### src/verilog/srel_pkg.sv
// constants and types shared by the service request enable logic
package srel_pkg;

  // widths
  localparam int MASK_W  = 8;
  localparam int GRP_W   = 16;
  localparam int CAL_W   = 5;
  localparam int VALUE_W = 32;
  localparam int NUM_GRP = 5;

  // status byte bit positions
  localparam int STB_OPER   = 7;
  localparam int STB_RQS    = 6;
  localparam int STB_ESB    = 5;
  localparam int STB_MAV    = 4;
  localparam int STB_QUES   = 3;
  localparam int STB_UNUSED = 2;
  localparam int STB_HW2    = 1;
  localparam int STB_HW1    = 0;

  // standard event status bit positions
  localparam int ESR_CMD_ERR = 5;
  localparam int ESR_EXE_ERR = 4;
  localparam int ESR_DEV_ERR = 3;
  localparam int ESR_QRY_ERR = 2;

  // calibration condition bit positions
  localparam int CAL_TX_AUTOZERO = 4;
  localparam int CAL_VOLTMETER   = 3;
  localparam int CAL_COUNTER     = 2;
  localparam int CAL_SAMPLER     = 1;
  localparam int CAL_SPECTRUM    = 0;

  // questionable condition bit fed by the calibration summary
  localparam int QUES_CAL_BIT = 8;

  // service request mask: bit 6 is never written
  localparam logic [MASK_W-1:0]  MASK_WR_BITS   = 8'hBF;
  localparam logic [MASK_W-1:0]  MASK_RESET     = 8'h00;
  localparam logic [MASK_W-1:0]  EVT_MASK_RESET = 8'h00;
  localparam logic [GRP_W-1:0]   GRP_RESET      = 16'h0000;
  localparam logic [GRP_W-1:0]   GRP_TOP_ZERO   = 16'h7FFF;

  // accepted value range for mask writes
  localparam logic signed [VALUE_W-1:0] VALUE_MIN = 32'sh00000000;
  localparam logic signed [VALUE_W-1:0] VALUE_MAX = 32'sh000000FF;

  // error code -222, data out of range, in two's complement
  localparam logic [GRP_W-1:0] ERR_DATA_RANGE = 16'hFF22;
  localparam logic [GRP_W-1:0] ERR_NONE       = 16'h0000;

  typedef enum logic [4:0] {
    CMD_NONE            = 5'h00,
    CMD_SRQ_MASK_SET    = 5'h01,
    CMD_SRQ_MASK_QUERY  = 5'h02,
    CMD_STB_QUERY       = 5'h03,
    CMD_SERIAL_POLL     = 5'h04,
    CMD_EVT_MASK_SET    = 5'h05,
    CMD_EVT_MASK_QUERY  = 5'h06,
    CMD_STD_EVENT_QUERY = 5'h07,
    CMD_CLEAR_STATUS    = 5'h08,
    CMD_GRP_COND_QUERY  = 5'h09,
    CMD_GRP_PTR_SET     = 5'h0A,
    CMD_GRP_PTR_QUERY   = 5'h0B,
    CMD_GRP_NTR_SET     = 5'h0C,
    CMD_GRP_NTR_QUERY   = 5'h0D,
    CMD_GRP_ENAB_SET    = 5'h0E,
    CMD_GRP_ENAB_QUERY  = 5'h0F,
    CMD_GRP_EVENT_QUERY = 5'h10
  } srel_cmd_t;

  typedef enum logic [2:0] {
    GRP_OPER      = 3'h0,
    GRP_QUES      = 3'h1,
    GRP_FIRST_HW  = 3'h2,
    GRP_SECOND_HW = 3'h3,
    GRP_CAL       = 3'h4
  } srel_grp_t;

endpackage : srel_pkg

### src/verilog/srel_status_group.sv
// one status group: condition, transition filters, event and enable registers
`timescale 1ns/1ps
module srel_status_group (
  // clock and reset
  input  wire logic                      core_clk_i,
  input  wire logic                      rstn_i,
  input  wire logic                      ce_i,
  // live conditions
  input  wire logic [srel_pkg::GRP_W-1:0] cond_i,
  // configuration and access strobes
  input  wire logic                      clear_i,
  input  wire logic                      ptr_wr_i,
  input  wire logic                      ntr_wr_i,
  input  wire logic                      enab_wr_i,
  input  wire logic                      event_rd_i,
  input  wire logic [srel_pkg::GRP_W-1:0] wdata_i,
  // register contents and summary
  output logic      [srel_pkg::GRP_W-1:0] cond_o,
  output logic      [srel_pkg::GRP_W-1:0] ptr_o,
  output logic      [srel_pkg::GRP_W-1:0] ntr_o,
  output logic      [srel_pkg::GRP_W-1:0] enab_o,
  output logic      [srel_pkg::GRP_W-1:0] event_o,
  output logic                           summary_o
);
  import srel_pkg::*;

  logic [GRP_W-1:0] cond_reg,  cond_next;
  logic [GRP_W-1:0] ptr_reg,   ptr_next;
  logic [GRP_W-1:0] ntr_reg,   ntr_next;
  logic [GRP_W-1:0] enab_reg,  enab_next;
  logic [GRP_W-1:0] event_reg, event_next;
  logic [GRP_W-1:0] passed;

  always_comb begin
    cond_next = cond_i & GRP_TOP_ZERO;
    // only edges whose direction is enabled reach the event register
    passed    = (cond_next & ~cond_reg & ptr_reg) | (~cond_next & cond_reg & ntr_reg);
    ptr_next  = ptr_wr_i  ? (wdata_i & GRP_TOP_ZERO) : ptr_reg;
    ntr_next  = ntr_wr_i  ? (wdata_i & GRP_TOP_ZERO) : ntr_reg;
    enab_next = enab_wr_i ? (wdata_i & GRP_TOP_ZERO) : enab_reg;
    event_next = event_reg;
    if (clear_i || event_rd_i) begin
      event_next = GRP_RESET;
    end
    // a stale event register latches nothing new; a read frees it in the same cycle
    if ((event_reg == GRP_RESET) || clear_i || event_rd_i) begin
      event_next = event_next | passed;
    end
  end

  always_ff @(posedge core_clk_i or negedge rstn_i) begin
    if (!rstn_i) begin
      cond_reg  <= GRP_RESET;
      ptr_reg   <= GRP_RESET;
      ntr_reg   <= GRP_RESET;
      enab_reg  <= GRP_RESET;
      event_reg <= GRP_RESET;
    end else if (ce_i) begin
      cond_reg  <= cond_next;
      ptr_reg   <= ptr_next;
      ntr_reg   <= ntr_next;
      enab_reg  <= enab_next;
      event_reg <= event_next;
    end
  end

  assign cond_o    = cond_reg;
  assign ptr_o     = ptr_reg;
  assign ntr_o     = ntr_reg;
  assign enab_o    = enab_reg;
  assign event_o   = event_reg;
  assign summary_o = |(event_reg & enab_reg);

endmodule : srel_status_group

### src/verilog/srel_top.sv
// status byte, service request enable mask and service request generation
//
// Overview of operation
// - eight-bit mask selects status byte summaries
// - mask query returns value 0 to 255
// - mask write ignores bit 6
// - reject values outside 0..255, report -222
// - writing zero disables all service requests
// - request service when enabled summary bit true
// - transition filters choose which edges latch
// - summary true when enabled event latched
// - standard event bits set events directly
// - bit 4 message available, bit 1 second hardware
// - calibration summary drives questionable condition bit 8
// - standard event error bits gated by mask
// - five calibration self-test failure condition bits
// - clear-status empties all event registers
// - bit 6 set on request, poll clears
// - bits 7,5,3,1,0 summaries, bit 2 unused
// - reading clears events; stale register latches nothing
`timescale 1ns/1ps
module srel_top (
  // clock, enable and reset
  input  wire logic                             core_clk_i,
  input  wire logic                             rstn_i,
  input  wire logic                             ce_i,
  // parsed common and status commands
  input  wire logic                             cmd_valid_i,
  input  wire srel_pkg::srel_cmd_t              cmd_code_i,
  input  wire srel_pkg::srel_grp_t              cmd_group_i,
  input  wire logic signed [srel_pkg::VALUE_W-1:0] cmd_value_i,
  // instrument conditions
  input  wire logic [srel_pkg::GRP_W-1:0]        oper_cond_i,
  input  wire logic [srel_pkg::GRP_W-1:0]        ques_cond_i,
  input  wire logic [srel_pkg::GRP_W-1:0]        first_hw_status_group_cond_i,
  input  wire logic [srel_pkg::GRP_W-1:0]        second_hw_status_group_cond_i,
  input  wire logic [srel_pkg::CAL_W-1:0]        cal_cond_i,
  input  wire logic [srel_pkg::MASK_W-1:0]       std_event_set_i,
  input  wire logic                             msg_avail_i,
  // query answers into the output queue
  output logic                                  rsp_valid_o,
  output logic      [srel_pkg::GRP_W-1:0]        rsp_data_o,
  // error report
  output logic                                  err_valid_o,
  output logic      [srel_pkg::GRP_W-1:0]        err_code_o,
  // service request and status
  output logic                                  srq_o,
  output logic      [srel_pkg::MASK_W-1:0]       status_byte_o,
  output logic      [srel_pkg::MASK_W-1:0]       srq_enable_mask_o
);
  import srel_pkg::*;

  // true when a signed value fits the accepted mask range
  function automatic logic value_in_range(input logic signed [VALUE_W-1:0] v);
    value_in_range = (v >= VALUE_MIN) && (v <= VALUE_MAX);
  endfunction : value_in_range

  // one-hot group select for a group command
  function automatic logic [NUM_GRP-1:0] group_hit(input logic hit, input srel_grp_t g);
    group_hit = '0;
    if (hit) begin
      group_hit[g] = 1'b1;
    end
  endfunction : group_hit

  // command decode
  logic                 mask_cmd;
  logic                 range_ok;
  logic                 clear_status;
  logic [NUM_GRP-1:0]   ptr_wr;
  logic [NUM_GRP-1:0]   ntr_wr;
  logic [NUM_GRP-1:0]   enab_wr;
  logic [NUM_GRP-1:0]   event_rd;
  logic [GRP_W-1:0]     wdata;

  // group wiring
  logic [GRP_W-1:0]     grp_cond_in [NUM_GRP];
  logic [GRP_W-1:0]     grp_cond    [NUM_GRP];
  logic [GRP_W-1:0]     grp_ptr     [NUM_GRP];
  logic [GRP_W-1:0]     grp_ntr     [NUM_GRP];
  logic [GRP_W-1:0]     grp_enab    [NUM_GRP];
  logic [GRP_W-1:0]     grp_event   [NUM_GRP];
  logic [NUM_GRP-1:0]   grp_summary;

  // registers and next values
  logic [MASK_W-1:0]    srq_mask_reg,   srq_mask_next;
  logic [MASK_W-1:0]    evt_mask_reg,   evt_mask_next;
  logic [MASK_W-1:0]    std_event_reg,  std_event_next;
  logic [MASK_W-1:0]    stb_reg,        stb_next;
  logic                 rqs_reg,        rqs_next;
  logic                 srq_reg,        srq_next;
  logic                 rsp_valid_reg,  rsp_valid_next;
  logic [GRP_W-1:0]     rsp_data_reg,   rsp_data_next;
  logic                 err_valid_reg,  err_valid_next;
  logic [GRP_W-1:0]     err_code_reg,   err_code_next;
  logic [MASK_W-1:0]    summaries;
  logic                 mss;
  logic                 range_err;

  // decode
  always_comb begin
    mask_cmd     = (cmd_code_i == CMD_SRQ_MASK_SET) || (cmd_code_i == CMD_EVT_MASK_SET);
    range_ok     = value_in_range(cmd_value_i);
    range_err    = cmd_valid_i && mask_cmd && !range_ok;
    clear_status = cmd_valid_i && (cmd_code_i == CMD_CLEAR_STATUS);
    wdata        = cmd_value_i[GRP_W-1:0];
    ptr_wr       = group_hit(cmd_valid_i && (cmd_code_i == CMD_GRP_PTR_SET), cmd_group_i);
    ntr_wr       = group_hit(cmd_valid_i && (cmd_code_i == CMD_GRP_NTR_SET), cmd_group_i);
    enab_wr      = group_hit(cmd_valid_i && (cmd_code_i == CMD_GRP_ENAB_SET), cmd_group_i);
    event_rd     = group_hit(cmd_valid_i && (cmd_code_i == CMD_GRP_EVENT_QUERY), cmd_group_i);
  end

  // condition sources; calibration summary lands in questionable bit 8
  always_comb begin
    grp_cond_in[GRP_OPER]      = oper_cond_i;
    grp_cond_in[GRP_QUES]      = ques_cond_i;
    grp_cond_in[GRP_QUES][QUES_CAL_BIT] = grp_summary[GRP_CAL];
    grp_cond_in[GRP_FIRST_HW]  = first_hw_status_group_cond_i;
    grp_cond_in[GRP_SECOND_HW] = second_hw_status_group_cond_i;
    grp_cond_in[GRP_CAL]       = GRP_RESET;
    grp_cond_in[GRP_CAL][CAL_W-1:0] = cal_cond_i;
  end

  for (genvar g = 0; g < NUM_GRP; g++) begin : g_grp
    srel_status_group u_grp (
      .core_clk_i (core_clk_i),
      .rstn_i     (rstn_i),
      .ce_i       (ce_i),
      .cond_i     (grp_cond_in[g]),
      .clear_i    (clear_status),
      .ptr_wr_i   (ptr_wr[g]),
      .ntr_wr_i   (ntr_wr[g]),
      .enab_wr_i  (enab_wr[g]),
      .event_rd_i (event_rd[g]),
      .wdata_i    (wdata),
      .cond_o     (grp_cond[g]),
      .ptr_o      (grp_ptr[g]),
      .ntr_o      (grp_ntr[g]),
      .enab_o     (grp_enab[g]),
      .event_o    (grp_event[g]),
      .summary_o  (grp_summary[g])
    );
  end

  // masks and standard event register
  always_comb begin
    srq_mask_next = srq_mask_reg;
    evt_mask_next = evt_mask_reg;
    if (cmd_valid_i && (cmd_code_i == CMD_SRQ_MASK_SET) && range_ok) begin
      // bit 6 keeps its old value, which is always zero; a zero write disables all requests
      srq_mask_next = (cmd_value_i[MASK_W-1:0] & MASK_WR_BITS) | (srq_mask_reg & ~MASK_WR_BITS);
    end
    if (cmd_valid_i && (cmd_code_i == CMD_EVT_MASK_SET) && range_ok) begin
      evt_mask_next = cmd_value_i[MASK_W-1:0];
    end
    std_event_next = std_event_reg;
    if (clear_status || (cmd_valid_i && (cmd_code_i == CMD_STD_EVENT_QUERY))) begin
      std_event_next = EVT_MASK_RESET;
    end
    // no filters here: set inputs go straight in, but only while the register is free
    if ((std_event_reg == EVT_MASK_RESET) || (std_event_next == EVT_MASK_RESET)) begin
      std_event_next = std_event_next | std_event_set_i;
      std_event_next[ESR_EXE_ERR] = std_event_next[ESR_EXE_ERR] | range_err;
    end
  end

  // status byte and service request
  always_comb begin
    summaries             = '0;
    summaries[STB_OPER]   = grp_summary[GRP_OPER];
    summaries[STB_ESB]    = |(std_event_reg & evt_mask_reg);
    summaries[STB_MAV]    = msg_avail_i;
    summaries[STB_QUES]   = grp_summary[GRP_QUES];
    summaries[STB_UNUSED] = 1'b0;
    summaries[STB_HW2]    = grp_summary[GRP_SECOND_HW];
    summaries[STB_HW1]    = grp_summary[GRP_FIRST_HW];
    mss      = |(summaries & srq_mask_reg & MASK_WR_BITS);
    srq_next = mss;
    // a fresh request sets the flag; the set wins over a poll in the same cycle
    rqs_next = rqs_reg;
    if (cmd_valid_i && (cmd_code_i == CMD_SERIAL_POLL)) begin
      rqs_next = 1'b0;
    end
    if (mss && !srq_reg) begin
      rqs_next = 1'b1;
    end
    stb_next          = summaries;
    stb_next[STB_RQS] = rqs_next;
  end

  // answers and errors
  always_comb begin
    rsp_valid_next = 1'b0;
    rsp_data_next  = rsp_data_reg;
    err_valid_next = range_err;
    err_code_next  = range_err ? ERR_DATA_RANGE : err_code_reg;
    if (cmd_valid_i) begin
      rsp_valid_next = 1'b1;
      case (cmd_code_i)
        CMD_SRQ_MASK_QUERY:  rsp_data_next = {{(GRP_W-MASK_W){1'b0}}, srq_mask_reg};
        CMD_STB_QUERY:       rsp_data_next = {{(GRP_W-MASK_W){1'b0}}, summaries[MASK_W-1:STB_RQS+1],
                                              mss, summaries[STB_RQS-1:0]};
        CMD_SERIAL_POLL:     rsp_data_next = {{(GRP_W-MASK_W){1'b0}}, stb_reg};
        CMD_EVT_MASK_QUERY:  rsp_data_next = {{(GRP_W-MASK_W){1'b0}}, evt_mask_reg};
        CMD_STD_EVENT_QUERY: rsp_data_next = {{(GRP_W-MASK_W){1'b0}}, std_event_reg};
        CMD_GRP_COND_QUERY:  rsp_data_next = grp_cond[cmd_group_i];
        CMD_GRP_PTR_QUERY:   rsp_data_next = grp_ptr[cmd_group_i];
        CMD_GRP_NTR_QUERY:   rsp_data_next = grp_ntr[cmd_group_i];
        CMD_GRP_ENAB_QUERY:  rsp_data_next = grp_enab[cmd_group_i];
        CMD_GRP_EVENT_QUERY: rsp_data_next = grp_event[cmd_group_i];
        default: begin
          rsp_valid_next = 1'b0;
        end
      endcase
    end
  end

  always_ff @(posedge core_clk_i or negedge rstn_i) begin
    if (!rstn_i) begin
      srq_mask_reg  <= MASK_RESET;
      evt_mask_reg  <= EVT_MASK_RESET;
      std_event_reg <= EVT_MASK_RESET;
      stb_reg       <= MASK_RESET;
      rqs_reg       <= 1'b0;
      srq_reg       <= 1'b0;
      rsp_valid_reg <= 1'b0;
      rsp_data_reg  <= GRP_RESET;
      err_valid_reg <= 1'b0;
      err_code_reg  <= ERR_NONE;
    end else if (ce_i) begin
      srq_mask_reg  <= srq_mask_next;
      evt_mask_reg  <= evt_mask_next;
      std_event_reg <= std_event_next;
      stb_reg       <= stb_next;
      rqs_reg       <= rqs_next;
      srq_reg       <= srq_next;
      rsp_valid_reg <= rsp_valid_next;
      rsp_data_reg  <= rsp_data_next;
      err_valid_reg <= err_valid_next;
      err_code_reg  <= err_code_next;
    end
  end

  assign rsp_valid_o       = rsp_valid_reg;
  assign rsp_data_o        = rsp_data_reg;
  assign err_valid_o       = err_valid_reg;
  assign err_code_o        = err_code_reg;
  assign srq_o             = srq_reg;
  assign status_byte_o     = stb_reg;
  assign srq_enable_mask_o = srq_mask_reg;

endmodule : srel_top
### config.mk
export PLATFORM = sky130hd
export DESIGN_NAME = srel_top
export DESIGN_NICKNAME = d
export VERILOG_FILES = /design/src/verilog/srel_pkg.sv /design/src/verilog/srel_status_group.sv /design/src/verilog/srel_top.sv
export SDC_FILE = /design/constraint.sdc
export NUM_CORES = 1
export LEC_CHECK = 0
export BUFFER_PORTS_ARGS = -buffer_cell sky130_fd_sc_hd__buf_4
export CORE_MARGIN = 10
export CORE_UTILIZATION = 30
export CTS_BUF_LIST = sky130_fd_sc_hd__clkbuf_8 sky130_fd_sc_hd__clkbuf_16
export CTS_CLUSTER_SIZE = 20
export DETAILED_ROUTE_END_ITERATION = 16
export PLACE_DENSITY_LB_ADDON = 0.1
export SYNTH_ARGS = -nofsm -noshare
export SYNTH_HDL_FRONTEND = slang
export SYNTH_SLANG_ARGS = --single-unit
### constraint.sdc
create_clock -name core_clk_i -period 2.3 [get_ports core_clk_i]
set_input_delay 0.115 -clock core_clk_i [delete_from_list [all_inputs] [get_ports core_clk_i]]
set_output_delay 0.115 -clock core_clk_i [all_outputs]
set_load 0.1 [all_outputs]
==> results.toml <==
[run_status]
status = "finished clean"

[job]
max_cap_viol_count = 0

[synthesis]
syn-cell-area_um2 = 20500
ys.warnings.count = 0
yosysSeqAreaShare_pct = 49.3
ys_seq_elements = 404
synth_cell_types = 67
synth_edf_count = 0
syn-instance-count = 1678
synthFlopType = "dfrtp_1"
avgSynthCellArea_um2 = 12.2
synth_top_area_share_pct = 49.3
yosysTopAreaCell = "dfrtp_1"
synth-async-reset-ratio_pct = 100
netlist_top_cells_area = "dfrtp_1, mux2_2, a22oi_1, mux4_2, a22o_1"

[cts]
htreeDepth = 2
insertion_delay_ns = 0.61
clkTransAtPathRegs_ns = 0.06
cts_buffers = 49
clockBufferDepth = 3
cts_tree = "done"
root_buffer = "clkbuf_16"
clock-sinks = 404

[final_layout]
diodes = 0
fill_cells = 6540
postLayoutCoreUtil_pct = 38.7
drive_gt1_share_pct = 37.2
nets = 2128
final_common_cell = "dfrtp_1"
fin_area_um2 = 26100
multiInputGateArea_um2 = 9710
area_growth_pct = 27.3
layout.area.seq_um2 = 10100
final_cell_mix = "dfrtp_1, mux2_2, buf_4, a22oi_1, dlygate4sd3_1"

[timing]
hold_viol_final = 0
layout_setup_ws_ns = 0.112
setup_viol = 0
maxSlewViolCount = 0
timing.final.crit_share_pct = 95.1
rsz0062_at_grt = "true"
tns_ns = 0
worstMarginPinSlew_ns = 0.802
min_period_ns = 2.19
finalClockSkew_ns = 0.0317
max_freq_mhz = 457
maxSlewHeadroom_pct = 46.5

[route]
wl_per_cell_um = 28.9
ant_nets = 0
drtIter0Drc = 1361
route.detailed.drc = 0
vias = 16200
viasPerCell = 5.55
first_pass_iters = 5
routed_wl_um = 84400

[worst_setup_path]
cp.arrival_ns = 2.63
crit_path_start_kind = "flop"
end_kind = "flop"
required_ns = 2.74
path_max_fanout = 3
critPathKind = "flop to flop"

[floorplanning]
coreArea_um2 = 67500
io_pins = 173
die-area_um2 = 79300
std_cell_rows = 95
floorplan.initialDensity_pct = 30.4
die_w_um = 282
fp.dieH_um = 282

[grt]
gr-total-overflow = 0
antenna_found_initial = 3
grt_pass1_vias = 16500
grt_max_degree = 105
grt_use_total_pct = 20.9
grt_pass1_wl_um = 121000

[placement]
placed_area_um2 = 23600
dpl_worst_slack_ns = -0.101
port_buffers = 158
hpwlAfterDp_um = 61500
routabilityCongestion = 0.891

[power_and_ir_drop]
p_leak_uw = 0.0117
vdd_ir_drop_max_mv = 0.569
power_density_nw_per_um2 = 755

[worst_hold_path]
hp-class = "input port to flop"
metal layers:
layer	share of wire, %	vias to the layer above	GRT usage, %
met5	0.014	-	0
met4	2.4	2	5.55
met3	5.1	90	2.98
met2	46	478	32.9
met1	47	8523	29.6
li1	-	7077	-
cells by family (layout without fill, tap and decap cells):
group,Yosys count,after routing,share of synthesized area (%)
flip-flops,404,404,49.3
other,1,9,0.0183
buffers and inverters,141,497,3.74
AND/OR/NAND/NOR,326,326,9.29
multiplexers,398,398,23.7
AO/OA/AOI/OAI,408,408,14.0
synth_stat cells, types with 25 or more instances:
library cell,n
nor2_1,46
o21ai_0,77
a21oi_1,28
nand3b_1,64
clkbuf_1,47
mux2_1,25
buf_4,31
dfrtp_1,404
nand2_1,87
buf_2,44
a22oi_1,111
mux2_2,310
a22o_1,78
mux4_2,33
o22ai_1,48
timing repair:
item	CTS	global route
hold buffers	95	0
pin swaps	1	5
buffers inserted	1	0
resized for setup	2	2
setup endpoints to repair	6	3
endpoints found under the hold margin	665	0
worst paths after layout:
check	from	end	slack, ns	cells past startpoint
setup reg to reg	g_grp[2].u_grp.event_o[6]$_DFFE_PN0P_	status_byte_o[6]$_DFFE_PN0P_	0.11	8
min in group asynchronous	rstn_i	g_grp[0].u_grp.enab_o[10]$_DFFE_PN0P_	0.18	3
hold / removal	cmd_code_i[4]	rsp_data_o[6]$_DFFE_PN0P_	0.04	3
setup / recovery	g_grp[2].u_grp.event_o[6]$_DFFE_PN0P_	status_byte_o[6]$_DFFE_PN0P_	0.11	8
max in group asynchronous	rstn_i	g_grp[1].u_grp.ptr_o[12]$_DFFE_PN0P_	1.37	3
hold reg to reg	g_grp[4].u_grp.ntr_o[7]$_DFFE_PN0P_	g_grp[4].u_grp.ntr_o[7]$_DFFE_PN0P_	0.49	1
power by group:
| group | leakage (uW) | internal (uW) | switching, uW |
|---|---|---|---|
| Combinational | 0.00548 | 1480 | 2270 |
| Sequential | 0.00542 | 7650 | 690 |
| Clock | 0.000827 | 4410 | 3210 |
| Total | 0.0117 | 13500 | 6170 |
critical path, stage by stage, from the launching register on:
cell and delay [ns]:
dfrtp_1 0.38, a222oi_1 0.36, buf_4 0.20, and3_1 0.14
nand4_1 0.11, buf_6 0.16, a222oi_1 0.31, and3_1 0.28
o31ai_1 0.08
metrics by stage:
stage	hold WS, ns	instances	total power (uW)
floorplan	-0.181	1686	10300
global placement	-0.0531	2732	12000
detailed placement	-0.0549	2732	12000
CTS	0.00538	2915	19900
global route	0.0634	2915	20400
finish	0.0442	2915	19700
area by class of cell:
type | instances | share of cell area (%)
flip-flops and latches | 404 | 38.7
multi-input cells | 1141 | 37.2
repair buffers | 400 | 13.9
clock buffers | 63 | 5.43
well taps | 873 | 4.18
clock inverters | 24 | 0.536
inverters | 10 | 0.144
Note: power is estimated with default switching activity, not from simulation.
